`src/include/pms_pkg.sv`:
```
// package: constants, register map and types for the power module sequencer
package pms_pkg;
   // clocking and timing
   localparam int CLK_PERIOD_NS  = 4;
   localparam int MS_NS          = 1000000;
   localparam int MS_CYCLES      = MS_NS / CLK_PERIOD_NS;
   localparam int INIT_MS        = 2;
   localparam int LINK_PERIOD_NS = 125;
   localparam int SYNC_NOM_CYC   = LINK_PERIOD_NS / CLK_PERIOD_NS;
   localparam int SYNC_DRIFT_PCT = 10;
   localparam int SYNC_LO_CYC    = SYNC_NOM_CYC * (100 - SYNC_DRIFT_PCT) / 100;
   localparam int SYNC_HI_CYC    = (SYNC_NOM_CYC * (100 + SYNC_DRIFT_PCT) + 99) / 100;
   // register byte offsets
   localparam logic [11:0] OFS_CTRL      = 12'h000;
   localparam logic [11:0] OFS_VOUT_CMD  = 12'h004;
   localparam logic [11:0] OFS_VOUT_MAX  = 12'h008;
   localparam logic [11:0] OFS_TON_DELAY = 12'h00C;
   localparam logic [11:0] OFS_TON_RISE  = 12'h010;
   localparam logic [11:0] OFS_PG_ON     = 12'h014;
   localparam logic [11:0] OFS_PG_DELAY  = 12'h018;
   localparam logic [11:0] OFS_STATUS    = 12'h01C;
   localparam logic [11:0] OFS_IRQ_STAT  = 12'h020;
   localparam logic [11:0] OFS_IRQ_CLR   = 12'h024;
   localparam logic [11:0] OFS_IRQ_EN    = 12'h028;
   // field positions
   localparam int CTRL_ON_BIT    = 0;
   localparam int CTRL_EXT_BIT   = 1;
   localparam int PGON_UNDER_LSB = 0;
   localparam int PGON_OVER_LSB  = 8;
   localparam int PGON_POL_BIT   = 16;
   localparam int IRQ_PG_ON      = 0;
   localparam int IRQ_PG_OFF     = 1;
   localparam int IRQ_SYNC_LOST  = 2;
   localparam int IRQ_RAMP_DONE  = 3;
   localparam int IRQ_W          = 4;
   // limits and reset values, voltages in millivolts, times in milliseconds
   localparam logic [15:0] VOUT_MIN_MV   = 16'h0258;
   localparam logic [15:0] VOUT_TOP_MV   = 16'h05DC;
   localparam logic [15:0] VMAX_LIMIT_MV = 16'h07D0;
   localparam logic [15:0] VMAX_DIV      = 16'h000A;
   localparam logic [15:0] TON_DELAY_RST = 16'h0005;
   localparam logic [15:0] TON_RISE_RST  = 16'h0005;
   localparam logic [15:0] PG_DELAY_RST  = 16'h0001;
   localparam logic [7:0]  PG_PCT_RST    = 8'h0A;
   localparam logic [4:0]  STRAP_GND     = 5'h08;
   localparam logic [4:0]  STRAP_OPEN    = 5'h0C;

   typedef enum logic [3:0] {
      ST_OFF   = 4'h1,
      ST_DELAY = 4'h2,
      ST_RISE  = 4'h4,
      ST_ON    = 4'h8
   } seq_state_t;

   typedef struct packed {
      logic [15:0] vout_cmd;
      logic [15:0] vout_max;
      logic [15:0] ton_delay;
      logic [15:0] ton_rise;
      logic [15:0] pg_delay;
      logic [7:0]  pg_under;
      logic [7:0]  pg_over;
      logic        pg_active_high;
      logic        on_cmd;
      logic        ext_sync_sel;
   } cfg_t;

   // strap code to output target; codes above the table read as open
   function automatic logic [15:0] strap_mv(input logic [4:0] code);
      case (code)
         5'h00: strap_mv = 16'h0258;
         5'h01: strap_mv = 16'h028A;
         5'h02: strap_mv = 16'h02BC;
         5'h03: strap_mv = 16'h02EE;
         5'h04: strap_mv = 16'h0320;
         5'h05: strap_mv = 16'h0352;
         5'h06: strap_mv = 16'h0384;
         5'h07: strap_mv = 16'h03B6;
         5'h08: strap_mv = 16'h03E8;
         5'h09: strap_mv = 16'h041A;
         5'h0A: strap_mv = 16'h044C;
         5'h0B: strap_mv = 16'h047E;
         5'h0D: strap_mv = 16'h04E2;
         5'h0E: strap_mv = 16'h0514;
         5'h0F: strap_mv = 16'h0578;
         5'h10: strap_mv = 16'h05DC;
         default: strap_mv = 16'h04B0;
      endcase
   endfunction
endpackage

```
`src/ms_timer.sv`:
```
// millisecond interval timer: counts ticks while running, flags when limit reached
`timescale 1ns/1ps
module ms_timer #(
   parameter int W = 16
) (
   input  wire logic         core_clk_i,
   input  wire logic         reset_n_i,
   input  wire logic         tick_i,
   input  wire logic         run_i,
   input  wire logic [W-1:0] limit_i,
   output logic              done_o
);
   logic [W-1:0] cnt_ff;

   // count restarts from zero whenever run drops; saturates at the limit
   always_ff @(posedge core_clk_i or negedge reset_n_i) begin
      if (!reset_n_i) begin
         cnt_ff <= '0;
      end else if (!run_i) begin
         cnt_ff <= '0;
      end else if (tick_i && (cnt_ff < limit_i)) begin
         cnt_ff <= cnt_ff + 1'b1;
      end
   end

   assign done_o = run_i && (cnt_ff >= limit_i);
endmodule

```
`src/power_module_sequencer.sv`:
```
// power module sequencer: apb registers, turn-on sequence, power-good and sync lock
//
// Notes on behaviour
// - configuration and monitoring come through the management register interface.
// - only the start-up target and the ceiling default use straps; every other setting is writable.
// - start-up target from the strap, seventeen levels; open 1.20 V, ground 1.00 V.
// - output target command accepts 0.6 V to 1.5 V, replacing the strap value.
// - ceiling defaults to 110% of strap target, programmable up to 2 V.
// - turn-on delay starts at enable assertion and ends when it expires.
// - turn-on delay and ramp time are independent settings.
// - zero delay starts the ramp once the 2 ms initialisation completes.
// - zero ramp time means no timed ramp, output rises at once.
// - power-good only while output is in tolerance and no fault.
// - default tolerance window is 10% around the target.
// - power-good limits and output polarity are programmable.
// - power-good waits a programmable delay after all conditions hold.
// - external switching clock stays locked within plus or minus 10% drift.
//
// Design decisions made here: the register addresses and the APB slave port.
`timescale 1ns/1ps
module power_module_sequencer #(
   parameter int MS_CYCLES = pms_pkg::MS_CYCLES
) (
   input  wire logic        core_clk_i,
   input  wire logic        reset_n_i,
   input  wire logic        psel,
   input  wire logic        penable,
   input  wire logic        pwrite,
   input  wire logic [11:0] paddr,
   input  wire logic [31:0] pwdata,
   output logic [31:0]      prdata,
   output logic             pready,
   output logic             pslverr,
   input  wire logic        enable_i,
   input  wire logic [4:0]  voltage_strap_pin_i,
   input  wire logic        ext_sync_i,
   input  wire logic [15:0] vout_meas_i,
   input  wire logic        fault_i,
   output logic [15:0]      vout_target_o,
   output logic             drive_en_o,
   output logic             ramp_active_o,
   output logic             use_ext_clk_o,
   output logic             sync_locked_o,
   output logic             power_good_output_o,
   output logic             irq_o
);
   localparam int TW = $clog2(MS_CYCLES);
   // edges after reset release before the strap has passed both flip-flops
   localparam logic [1:0] STRAP_SETTLE = 2'h2;

   pms_pkg::cfg_t          cfg_ff;
   pms_pkg::seq_state_t    state_ff;
   pms_pkg::seq_state_t    nxt_state;
   logic [TW-1:0]          div_ff;
   logic                   tick;
   logic [1:0]             en_sync_ff;
   logic [4:0]             strap_s1_ff;
   logic [4:0]             strap_s2_ff;
   logic                   strap_done_ff;
   logic [1:0]             strap_wait_ff;
   logic [2:0]             sync_sh_ff;
   logic [7:0]             per_ff;
   logic                   locked_ff;
   logic                   sync_edge;
   logic                   on_req;
   logic                   init_done;
   logic                   delay_done;
   logic                   rise_done;
   logic                   pg_done;
   logic                   pg_cond;
   logic                   in_window;
   logic                   pg_int_ff;
   logic [15:0]            tgt;
   logic [23:0]            err_x100;
   logic [23:0]            tol_under;
   logic [23:0]            tol_over;
   logic [pms_pkg::IRQ_W-1:0] irq_stat_ff;
   logic [pms_pkg::IRQ_W-1:0] irq_en_ff;
   logic [pms_pkg::IRQ_W-1:0] irq_set;
   logic                   wr_en;
   logic                   mapped;
   logic [15:0]            wdata16;
   logic [31:0]            nxt_rdata;

   // millisecond tick from the core clock
   always_ff @(posedge core_clk_i or negedge reset_n_i) begin
      if (!reset_n_i) begin
         div_ff <= '0;
      end else if (tick) begin
         div_ff <= '0;
      end else begin
         div_ff <= div_ff + 1'b1;
      end
   end
   assign tick = (div_ff == TW'(MS_CYCLES - 1));

   // pin synchronisers for enable and strap
   always_ff @(posedge core_clk_i or negedge reset_n_i) begin
      if (!reset_n_i) begin
         en_sync_ff  <= 2'h0;
         strap_s1_ff <= 5'h00;
         strap_s2_ff <= 5'h00;
         strap_wait_ff <= 2'h0;
      end else begin
         en_sync_ff  <= {en_sync_ff[0], enable_i};
         strap_s1_ff <= voltage_strap_pin_i;
         strap_s2_ff <= strap_s1_ff;
         // hold off the capture until the second flop holds a real pin sample
         if (strap_wait_ff != STRAP_SETTLE) strap_wait_ff <= strap_wait_ff + 2'h1;
      end
   end

   // enable pin or bus on-command starts a turn-on
   assign on_req = en_sync_ff[1] | cfg_ff.on_cmd;

   // apb decode; zero wait states
   assign wr_en   = psel && penable && pwrite;
   assign wdata16 = pwdata[15:0];
   assign pready  = 1'b1;
   always_comb begin
      mapped = 1'b1;
      unique case (paddr)
         pms_pkg::OFS_CTRL, pms_pkg::OFS_VOUT_CMD, pms_pkg::OFS_VOUT_MAX,
         pms_pkg::OFS_TON_DELAY, pms_pkg::OFS_TON_RISE, pms_pkg::OFS_PG_ON,
         pms_pkg::OFS_PG_DELAY, pms_pkg::OFS_STATUS, pms_pkg::OFS_IRQ_STAT,
         pms_pkg::OFS_IRQ_CLR, pms_pkg::OFS_IRQ_EN: mapped = 1'b1;
         default: mapped = 1'b0;
      endcase
   end
   assign pslverr = psel && penable && !mapped;

   // configuration registers; strap sets the start-up target
   always_ff @(posedge core_clk_i or negedge reset_n_i) begin
      if (!reset_n_i) begin
         cfg_ff.vout_cmd       <= pms_pkg::VOUT_MIN_MV;
         cfg_ff.vout_max       <= pms_pkg::VMAX_LIMIT_MV;
         cfg_ff.ton_delay      <= pms_pkg::TON_DELAY_RST;
         cfg_ff.ton_rise       <= pms_pkg::TON_RISE_RST;
         cfg_ff.pg_delay       <= pms_pkg::PG_DELAY_RST;
         cfg_ff.pg_under       <= pms_pkg::PG_PCT_RST;
         cfg_ff.pg_over        <= pms_pkg::PG_PCT_RST;
         cfg_ff.pg_active_high <= 1'b1;
         cfg_ff.on_cmd         <= 1'b0;
         cfg_ff.ext_sync_sel   <= 1'b0;
         strap_done_ff         <= 1'b0;
      end else if (!strap_done_ff && (strap_wait_ff == STRAP_SETTLE)) begin
         // strap caught once after reset release
         strap_done_ff    <= 1'b1;
         cfg_ff.vout_cmd  <= pms_pkg::strap_mv(strap_s2_ff);
         cfg_ff.vout_max  <= pms_pkg::strap_mv(strap_s2_ff)
                             + pms_pkg::strap_mv(strap_s2_ff) / pms_pkg::VMAX_DIV;
      end else if (wr_en) begin
         unique case (paddr)
            pms_pkg::OFS_CTRL: begin
               cfg_ff.on_cmd       <= pwdata[pms_pkg::CTRL_ON_BIT];
               cfg_ff.ext_sync_sel <= pwdata[pms_pkg::CTRL_EXT_BIT];
            end
            pms_pkg::OFS_VOUT_CMD: begin
               // clamp into the allowed target range
               if (wdata16 < pms_pkg::VOUT_MIN_MV) begin
                  cfg_ff.vout_cmd <= pms_pkg::VOUT_MIN_MV;
               end else if (wdata16 > pms_pkg::VOUT_TOP_MV) begin
                  cfg_ff.vout_cmd <= pms_pkg::VOUT_TOP_MV;
               end else begin
                  cfg_ff.vout_cmd <= wdata16;
               end
            end
            pms_pkg::OFS_VOUT_MAX: begin
               cfg_ff.vout_max <= (wdata16 > pms_pkg::VMAX_LIMIT_MV) ?
                                  pms_pkg::VMAX_LIMIT_MV : wdata16;
            end
            pms_pkg::OFS_TON_DELAY: cfg_ff.ton_delay <= wdata16;
            pms_pkg::OFS_TON_RISE:  cfg_ff.ton_rise  <= wdata16;
            pms_pkg::OFS_PG_ON: begin
               cfg_ff.pg_under       <= pwdata[pms_pkg::PGON_UNDER_LSB +: 8];
               cfg_ff.pg_over        <= pwdata[pms_pkg::PGON_OVER_LSB +: 8];
               cfg_ff.pg_active_high <= pwdata[pms_pkg::PGON_POL_BIT];
            end
            pms_pkg::OFS_PG_DELAY: cfg_ff.pg_delay <= wdata16;
            default: ;
         endcase
      end
   end

   // read data captured in the setup cycle
   always_comb begin
      nxt_rdata = 32'h0000_0000;
      unique case (paddr)
         pms_pkg::OFS_CTRL:      nxt_rdata = {30'h0, cfg_ff.ext_sync_sel, cfg_ff.on_cmd};
         pms_pkg::OFS_VOUT_CMD:  nxt_rdata = {16'h0000, cfg_ff.vout_cmd};
         pms_pkg::OFS_VOUT_MAX:  nxt_rdata = {16'h0000, cfg_ff.vout_max};
         pms_pkg::OFS_TON_DELAY: nxt_rdata = {16'h0000, cfg_ff.ton_delay};
         pms_pkg::OFS_TON_RISE:  nxt_rdata = {16'h0000, cfg_ff.ton_rise};
         pms_pkg::OFS_PG_ON:     nxt_rdata = {15'h0000, cfg_ff.pg_active_high,
                                              cfg_ff.pg_over, cfg_ff.pg_under};
         pms_pkg::OFS_PG_DELAY:  nxt_rdata = {16'h0000, cfg_ff.pg_delay};
         pms_pkg::OFS_STATUS:    nxt_rdata = {24'h000000, en_sync_ff[1], init_done,
                                              locked_ff, pg_int_ff, state_ff};
         pms_pkg::OFS_IRQ_STAT:  nxt_rdata = {28'h0000000, irq_stat_ff};
         pms_pkg::OFS_IRQ_EN:    nxt_rdata = {28'h0000000, irq_en_ff};
         default:                nxt_rdata = 32'h0000_0000;
      endcase
   end
   always_ff @(posedge core_clk_i or negedge reset_n_i) begin
      if (!reset_n_i) begin
         prdata <= 32'h0000_0000;
      end else if (psel && !penable && !pwrite) begin
         prdata <= nxt_rdata;
      end
   end

   // interval timers: init, turn-on delay, ramp, power-good delay
   ms_timer #(.W(16)) u_init (.core_clk_i(core_clk_i), .reset_n_i(reset_n_i),
      .tick_i(tick), .run_i(1'b1), .limit_i(16'(pms_pkg::INIT_MS)), .done_o(init_done));
   ms_timer #(.W(16)) u_delay (.core_clk_i(core_clk_i), .reset_n_i(reset_n_i),
      .tick_i(tick), .run_i(state_ff == pms_pkg::ST_DELAY), .limit_i(cfg_ff.ton_delay),
      .done_o(delay_done));
   ms_timer #(.W(16)) u_rise (.core_clk_i(core_clk_i), .reset_n_i(reset_n_i),
      .tick_i(tick), .run_i(state_ff == pms_pkg::ST_RISE), .limit_i(cfg_ff.ton_rise),
      .done_o(rise_done));
   ms_timer #(.W(16)) u_pgdly (.core_clk_i(core_clk_i), .reset_n_i(reset_n_i),
      .tick_i(tick), .run_i(pg_cond), .limit_i(cfg_ff.pg_delay), .done_o(pg_done));

   // turn-on sequence; dropping the request returns to off
   always_comb begin
      nxt_state = state_ff;
      unique case (state_ff)
         pms_pkg::ST_OFF:   if (on_req) nxt_state = pms_pkg::ST_DELAY;
         pms_pkg::ST_DELAY: begin
            // zero delay waits only for initialisation
            if (cfg_ff.ton_delay == 16'h0000 ? init_done : (delay_done && init_done))
               nxt_state = pms_pkg::ST_RISE;
         end
         pms_pkg::ST_RISE:  if (rise_done) nxt_state = pms_pkg::ST_ON;
         pms_pkg::ST_ON:    nxt_state = pms_pkg::ST_ON;
         default:           nxt_state = pms_pkg::ST_OFF;
      endcase
      if (!on_req) nxt_state = pms_pkg::ST_OFF;
   end
   always_ff @(posedge core_clk_i or negedge reset_n_i) begin
      if (!reset_n_i) begin
         state_ff <= pms_pkg::ST_OFF;
      end else begin
         state_ff <= nxt_state;
      end
   end

   // target is the command capped by the ceiling
   assign tgt = (cfg_ff.vout_cmd > cfg_ff.vout_max) ? cfg_ff.vout_max : cfg_ff.vout_cmd;
   always_ff @(posedge core_clk_i or negedge reset_n_i) begin
      if (!reset_n_i) begin
         vout_target_o <= 16'h0000;
         drive_en_o    <= 1'b0;
         ramp_active_o <= 1'b0;
      end else begin
         vout_target_o <= tgt;
         drive_en_o    <= (nxt_state == pms_pkg::ST_RISE) || (nxt_state == pms_pkg::ST_ON);
         ramp_active_o <= (nxt_state == pms_pkg::ST_RISE);
      end
   end

   // tolerance window in percent of target
   assign err_x100  = (vout_meas_i >= tgt) ? 24'(vout_meas_i - tgt) * 24'h000064
                                           : 24'(tgt - vout_meas_i) * 24'h000064;
   assign tol_under = 24'(tgt) * 24'(cfg_ff.pg_under);
   assign tol_over  = 24'(tgt) * 24'(cfg_ff.pg_over);
   assign in_window = (vout_meas_i >= tgt) ? (err_x100 <= tol_over) : (err_x100 <= tol_under);
   assign pg_cond   = (state_ff == pms_pkg::ST_ON) && !fault_i && in_window;

   // power-good after delay; lapse restarts the delay timer
   always_ff @(posedge core_clk_i or negedge reset_n_i) begin
      if (!reset_n_i) begin
         pg_int_ff <= 1'b0;
      end else begin
         pg_int_ff <= pg_cond && pg_done;
      end
   end
   assign power_good_output_o = cfg_ff.pg_active_high ? pg_int_ff : !pg_int_ff;

   // external clock: edge detect, period measure, lock within drift window
   always_ff @(posedge core_clk_i or negedge reset_n_i) begin
      if (!reset_n_i) begin
         sync_sh_ff <= 3'h0;
         per_ff     <= 8'h00;
         locked_ff  <= 1'b0;
      end else begin
         sync_sh_ff <= {sync_sh_ff[1:0], ext_sync_i};
         if (sync_edge) begin
            per_ff    <= 8'h01;
            locked_ff <= (per_ff >= 8'(pms_pkg::SYNC_LO_CYC)) &&
                         (per_ff <= 8'(pms_pkg::SYNC_HI_CYC));
         end else if (per_ff != 8'hFF) begin
            per_ff <= per_ff + 8'h01;
         end
         if (!sync_edge && per_ff > 8'(pms_pkg::SYNC_HI_CYC)) locked_ff <= 1'b0;
      end
   end
   assign sync_edge     = sync_sh_ff[1] && !sync_sh_ff[2];
   assign sync_locked_o = locked_ff;
   assign use_ext_clk_o = cfg_ff.ext_sync_sel && locked_ff;

   // sticky interrupt status; a set in the clearing cycle wins
   assign irq_set[pms_pkg::IRQ_PG_ON]     = (pg_cond && pg_done) && !pg_int_ff;
   assign irq_set[pms_pkg::IRQ_PG_OFF]    = pg_int_ff && !(pg_cond && pg_done);
   assign irq_set[pms_pkg::IRQ_SYNC_LOST] = cfg_ff.ext_sync_sel && locked_ff &&
      ((sync_edge && !((per_ff >= 8'(pms_pkg::SYNC_LO_CYC)) &&
                       (per_ff <= 8'(pms_pkg::SYNC_HI_CYC)))) ||
       (!sync_edge && per_ff > 8'(pms_pkg::SYNC_HI_CYC)));
   assign irq_set[pms_pkg::IRQ_RAMP_DONE] = (state_ff == pms_pkg::ST_RISE) &&
                                            (nxt_state == pms_pkg::ST_ON);
   always_ff @(posedge core_clk_i or negedge reset_n_i) begin
      if (!reset_n_i) begin
         irq_stat_ff <= '0;
         irq_en_ff   <= '0;
      end else begin
         irq_stat_ff <= (irq_stat_ff & ~((wr_en && paddr == pms_pkg::OFS_IRQ_CLR) ?
                        pwdata[pms_pkg::IRQ_W-1:0] : '0)) | irq_set;
         if (wr_en && paddr == pms_pkg::OFS_IRQ_EN) irq_en_ff <= pwdata[pms_pkg::IRQ_W-1:0];
      end
   end
   assign irq_o = |(irq_stat_ff & irq_en_ff);
endmodule

```
`config.mk`:
```
export PLATFORM = sky130hd
export DESIGN_NAME = power_module_sequencer
export DESIGN_NICKNAME = d
export VERILOG_FILES = /design/src/include/pms_pkg.sv /design/src/ms_timer.sv /design/src/power_module_sequencer.sv
export SDC_FILE = /design/constraint.sdc
export NUM_CORES = 1
export LEC_CHECK = 0
export ABC_AREA = 1
export ABC_CLOCK_PERIOD_IN_PS = 12200
export BUFFER_PORTS_ARGS = -buffer_cell sky130_fd_sc_hd__buf_2
export CORE_UTILIZATION = 46
export DETAILED_ROUTE_END_ITERATION = 7
export SLEW_MARGIN = 20
export SYNTH_ARGS = -nofsm -noshare
export SYNTH_HDL_FRONTEND = slang
export SYNTH_SLANG_ARGS = --single-unit
```
`constraint.sdc`:
```
create_clock -name core_clk_i -period 12.2 [get_ports core_clk_i]
set_input_delay 1.83 -clock core_clk_i [delete_from_list [all_inputs] [get_ports core_clk_i]]
set_output_delay 1.83 -clock core_clk_i [all_outputs]
set_load 0.02 [all_outputs]
```
# --- After elaboration in Yosys (flattened, before gate mapping) ---
# Memory sizes are Yosys's and may differ from the RTL's.
# Index checks and enable logic that the tools add are counted.
totals:
  ff_bits: 271
  mem_bits_ro: 960
  out_inout_bits: 56
  mem_count: 3
mem_list:
  columns: ["name", "words", "word_bits", "rd", "rd_clocked_by_memory_dff", "wr", "line", "text"]
  rows:
  - ["(name not given)", 32, 10, 1, 0, 0, "pms_pkg.sv:70", "case (code)"]
  - ["(name not given)", 32, 10, 1, 0, 0, "pms_pkg.sv:70", null]
  - ["(name not given)", 32, 10, 1, 0, 0, "pms_pkg.sv:70", null]
op_classes:
  n_addsub: 10
  multipliers: 4
  div_mod_pow: 1
  magnitude_cmp: 18
  n_eq_ne: 23
  n_mux: 37
  n_bitwise: 6
  n_reduce_logical: 56
ops:
  columns: ["op", "n"]
  rows:
  - ["16-bit two-way mux", 17]
  - ["17-bit one-hot mux with 10 select lines", 1]
  - ["99-bit two-way mux", 1]
  - ["16-bit by 1-bit adder with 16-bit output (second input constant)", 4]
  - ["16-bit >= comparator", 4]
  - ["12-bit by 5-bit equality test with 1-bit output (second input constant)", 4]
  - ["24-bit less-or-equal comparator", 2]
  - ["16-bit less-than comparator", 3]
  - ["16-bit by 8-bit multiplier with 24-bit output", 2]
  - ["24-bit by 5-bit multiplier with 22-bit output (second input constant)", 2]
  - ["12-bit by 6-bit equality test with 1-bit output (second input constant)", 3]
  - ["16-bit by 16-bit subtractor with 17-bit output", 2]
  - ["16-bit by 11-bit greater-than comparator with 1-bit output (second input constant)", 2]
  - ["32-bit two-way mux", 1]
  - ["1-bit logical AND", 28]
  - ["12-bit by 4-bit equality test with 1-bit output (second input constant)", 2]
  - ["24-bit two-way mux", 1]
  - ["18-bit by 1-bit adder with 18-bit output (second input constant)", 1]
  - ["18-bit equality test (second input constant)", 1]
  - ["18-bit two-way mux", 1]
  - ["17-bit two-way mux", 1]
  - ["16-bit adder", 1]
  - ["16-bit by 4-bit divider with 16-bit output (second input constant)", 1]
  - ["16-bit by 2-bit >= comparator with 1-bit output (second input constant)", 1]
  - ["36 further kinds", 69]

# --- Depth between registers and ports, before layout ---
logic_depth:
  word_depth: 13
  depth_mapped: 62

# --- By module ---
# From an unflattened synthesis, not the netlist that was laid out.
unflattened:
  cells_unflattened: 3850
  hier_area_um2: 29183.0
by_module_without_submodules:
  columns: ["mod", "instances", "cells_each", "area_each_um2", "seq_area_each_um2"]
  rows:
  - ["power_module_sequencer", 1, 2954, 23152.2, 4830.9]
  - ["ms_timer", 4, 224, 1507.7, 400.4]

# --- Worst setup path before layout ---
# OpenSTA, ideal clock, no wires.
synth_path:
  path_kind: "register to register"
  start: "register cfg_ff[77] (netlist name)"
  end: "register u_pgdly.cnt_ff[7]"
  setup_ps: 119
  t_arrival_ps: 8990
  t_required_ps: 12081
  setup_slack_ps: 3091
  path_stages_with_launch: 61
  period_less_slack_ps: 9109
  cell_sequence: "dfstp_2 > inv_1 > ha_1 > nand2_1 > inv_1 > nand3_1 > a31oi_1 > a2111oi_0 > nand2_1 > nand2_1 > clkbuf_1 > buf_1 > nand2_1 > o21ai_1 > clkinv_1 > ha_1 > clkbuf_1 > a21oi_1 > [25 not listed] > nand2_1 > a31oi_1 > nor2_1 > o21ai_0 > inv_1 > ha_1 > nand4_1 > nor4_1 > nor4b_1 > nand2_1 > nand2_1 > nand3_1 > nand3_1 > nand3_1 > nor2_1 > nand3_1 > nand2_1 > nor2_1"
synth_between:
  elab_chain_len: 9
  word_cells_on_any_way: 16
  cone_classes: "2 x add/sub; 4 x mul; 4 x order compare; 1 x eq/ne; 4 x mux; 1 x reduce/logical"
synth_lines:
  columns: ["item", "line", "text"]
  rows:
  - ["from (decl)", "power_module_sequencer.sv:51", "pms_pkg::cfg_t cfg_ff;"]
  - ["16-bit greater-than comparator (*)", "power_module_sequencer.sv:249", "assign tgt = (cfg_ff.vout_cmd > cfg_ff.vout_max) ? cfg_ff.vout_max : cfg_ff.vout_cmd;"]
  - ["16-bit two-way mux (*)", "power_module_sequencer.sv:249", null]
  - ["net tgt[4]", "power_module_sequencer.sv:73", "logic [15:0] tgt;"]
  - ["16-bit by 16-bit subtractor with 17-bit output, on equally long branches", "power_module_sequencer.sv:264, power_module_sequencer.sv:263", null]
  - ["24-bit by 5-bit multiplier with 22-bit output, on equally long branches", "power_module_sequencer.sv:264, power_module_sequencer.sv:263", null]
  - ["24-bit two-way mux", "power_module_sequencer.sv:263", "assign err_x100 = (vout_meas_i >= tgt) ? 24'(vout_meas_i - tgt) * 24'h000064"]
  - ["24-bit less-or-equal comparator", "power_module_sequencer.sv:267", "assign in_window = (vout_meas_i >= tgt) ? (err_x100 <= tol_over) : (err_x100 <= tol_under);"]
  - ["1-bit two-way mux (*)", "power_module_sequencer.sv:267", null]
  - ["1-bit logical AND (*)", "power_module_sequencer.sv:268", "assign pg_cond = (state_ff == pms_pkg::ST_ON) && !fault_i && in_window;"]
  - ["2-bit by 1-bit != test with 1-bit output (no source line) or 16-bit two-way mux (tied branches)", null, null]
  - ["to (signal assigned)", "ms_timer.sv:22", "cnt_ff <= cnt_ff + 1'b1;"]
  - ["to (decl)", "ms_timer.sv:13", "logic [W-1:0] cnt_ff;"]
# Mark *: on every way through the listed nets, which the timed path passes. The rest lies on a longest branch.
# A chain may end at the register's enable or synchronous reset.

# --- Worst setup path after layout ---
# Ends and elaborated chain as after synthesis.

==> flow_summary.ini <==
[status]
status = complete, no violations

[floorplanning]
rows = 88
ioPinCount = 129
die_area_mm2 = 0.0603
start_util = 0.469
core_area_mm2 = 0.0581
die_h_um = 245
dieWidth_um = 245

[timing]
tns_ns = 0
final_max_slew_viol_count = 0
tightest_slew_ns = 1.11
relSlewSlack = 0.256
setup_viol = 0
grt_setup_unrepaired = no
whs_ns = 0.349
max_freq_mhz = 88.6
fin_crit_sh = 0.925
finalCriticalPeriod_ns = 11.28
hold_viol_final = 0
finClkSkew_ns = 0.0303

[synth]
async_flop_share = 1.00
synth_seq_cells = 256
synth_area_leader_cell = dfrtp_1
netlist_instances = 3467
synthFlopType = dfrtp_1
synthTopCellsByArea = dfrtp_1 22%, ha_1 16%, fa_1 15%
synthDistinctLibCells = 67
synth_warnings = 0
synth_edf_count = 0
yosysSeqAreaShare = 0.236
synthTopCellsByCount = 665 x inv_1, 575 x nand2_1, 351 x ha_1
syn-cell-area_mm2 = 0.0273
synth_most_common_cell = inv_1
post-synth-top-area-fraction = 0.216
syn-mean-instance-area_um2 = 7.86

[critical_path]
cp.required_ns = 12.69
path_buf_inv = 7
cp_slowest_cell = dfstp_2
cp_common_cell = nand2_1
worst-setup-path-type = reg -> reg
endpoint_kind = register
regToRegSetupSlack_ns = 0.92
cp_max_fo = 20
crit_arrival_ns = 11.77
crit_family = simple AND/OR/NAND/NOR gates
slowest_delay_ns = 0.55
cp-start-kind = register

[clock_tree]
cts_hold_buf = 0
cts_max_level = 1
cts-buffers-inserted = 30
cts_buffer_depth = 3
cts_tree = yes
cts_num_sinks = 256
clockRootBuffer = clkbuf_16
clk_pin_slew_ns = 0.06
insertion_delay_ns = 0.60

[finish]
drive_above_1_share = 0.0748
diodes = 0
final_nets = 4172
num-fill-cells = 5783
finish.instance_area_mm2 = 0.0296
multiInputGateArea_mm2 = 0.0179
regArea_mm2 = 0.00643
fin_cells = 4333
area_growth_pct = 8.64

[drt]
ant_nets = 0
drc = 0
wirelength_mm = 75.3
drt_iter0_drc = 1396
vias = 22800
drt-wirelength-per-cell_um = 17.4
first_pass_iters = 5
viasPerCell = 5.27

[run]
max_cap_violations = 0

[min_path]
hp-class = reg -> reg

[global_routing]
grt_pass1_vias = 22300
grt_usage = 0.253
antenna_found_initial = 0
grt_pass1_wl_mm = 120
grt_max_degree = 169
grt_overflow = 0

[placed_design]
gp_congestion = 0.890
placed_area_mm2 = 0.0286
numPortBuffers = 97
post-dp-hpwl_mm = 60.2
dp_cells = 4278
-- per-stage QoR --
stage | util | setup slack (ns)
after floorplan | - | 3.09
after global placement | 0.492 | 0.880
after detailed placement | 0.492 | 0.874
after CTS | 0.509 | 0.856
after global routing | 0.510 | 0.0169
final | 0.510 | 0.919
-- sequential cells by signal (all words and copies together) (netlist names), 3 cells and up --
signal,flops
cfg_ff,99
div_ff,18
prdata,17
u_delay.cnt_ff,16
u_init.cnt_ff,16
u_pgdly.cnt_ff,16
u_rise.cnt_ff,16
vout_target_o,16
per_ff,8
strap_s1_ff,5
strap_s2_ff,5
irq_en_ff,4
irq_stat_ff,4
state_ff,4
sync_sh_ff,3
-- layout make-up --
cell class / instances / share of cell area
Sequential cell: 256 / 0.217
Timing Repair Buffer: 131 / 0.0258
Tap cell: 765 / 0.0323
Clock buffer: 40 / 0.0286
Inverter: 688 / 0.0876
Clock inverter: 15 / 0.00591
Multi-Input combinational cell: 2438 / 0.603
-- cell usage in the layout (no fill, tap or decap), types with 96 or more instances in the layout --
master and count:
fa_1 203, nand3_1 122, nand2_1 575, dfrtp_1 235, buf_2 96, o21ai_0 208
ha_1 351, inv_1 665, nor2_1 310, a21oi_1 205
-- worst paths after layout --
path | from | to | cells after the start
worst max-delay path | cfg_ff[77] | u_pgdly.cnt_ff[7] | 58
worst min-delay path | strap_s1_ff[4] | strap_s2_ff[4] | 0
worst max register to register | cfg_ff[77] | u_pgdly.cnt_ff[7] | 58
worst min register to register | strap_s1_ff[4] | strap_s2_ff[4] | 0
max in group asynchronous | reset_n_i | strap_s2_ff[0] | 2
min in group asynchronous | reset_n_i | vout_target_o[1] | 1
-- cells by family after synthesis --
logic type      Yosys count  synth area share
flops                   256             0.236
compound gates          601             0.127
simple gates           1161             0.181
xor+xnor                102            0.0328
fa+ha+maj               554             0.310
other cells               2          0.000275
mux                       4           0.00161
buf+inv                 787             0.111
-- metal layers --
layer  track usage  wire length [um]  vias to the layer above
li1              -                 -                    11300
met1         0.346             34400                    10900
met2         0.427             35400                      556
met3        0.0239              3620                       89
met4        0.0665              1900                        0
met5             0                 0                        -
-- repair_timing --
item / CTS / global route
setup endpoints to repair: 0 / 7
gates resized for setup: 0 / 1
setup buffers: 0 / 0
Power is left out: the tool's default activity adds up to more than one toggle a clock period on the data nets, which glitch-free logic cannot reach.
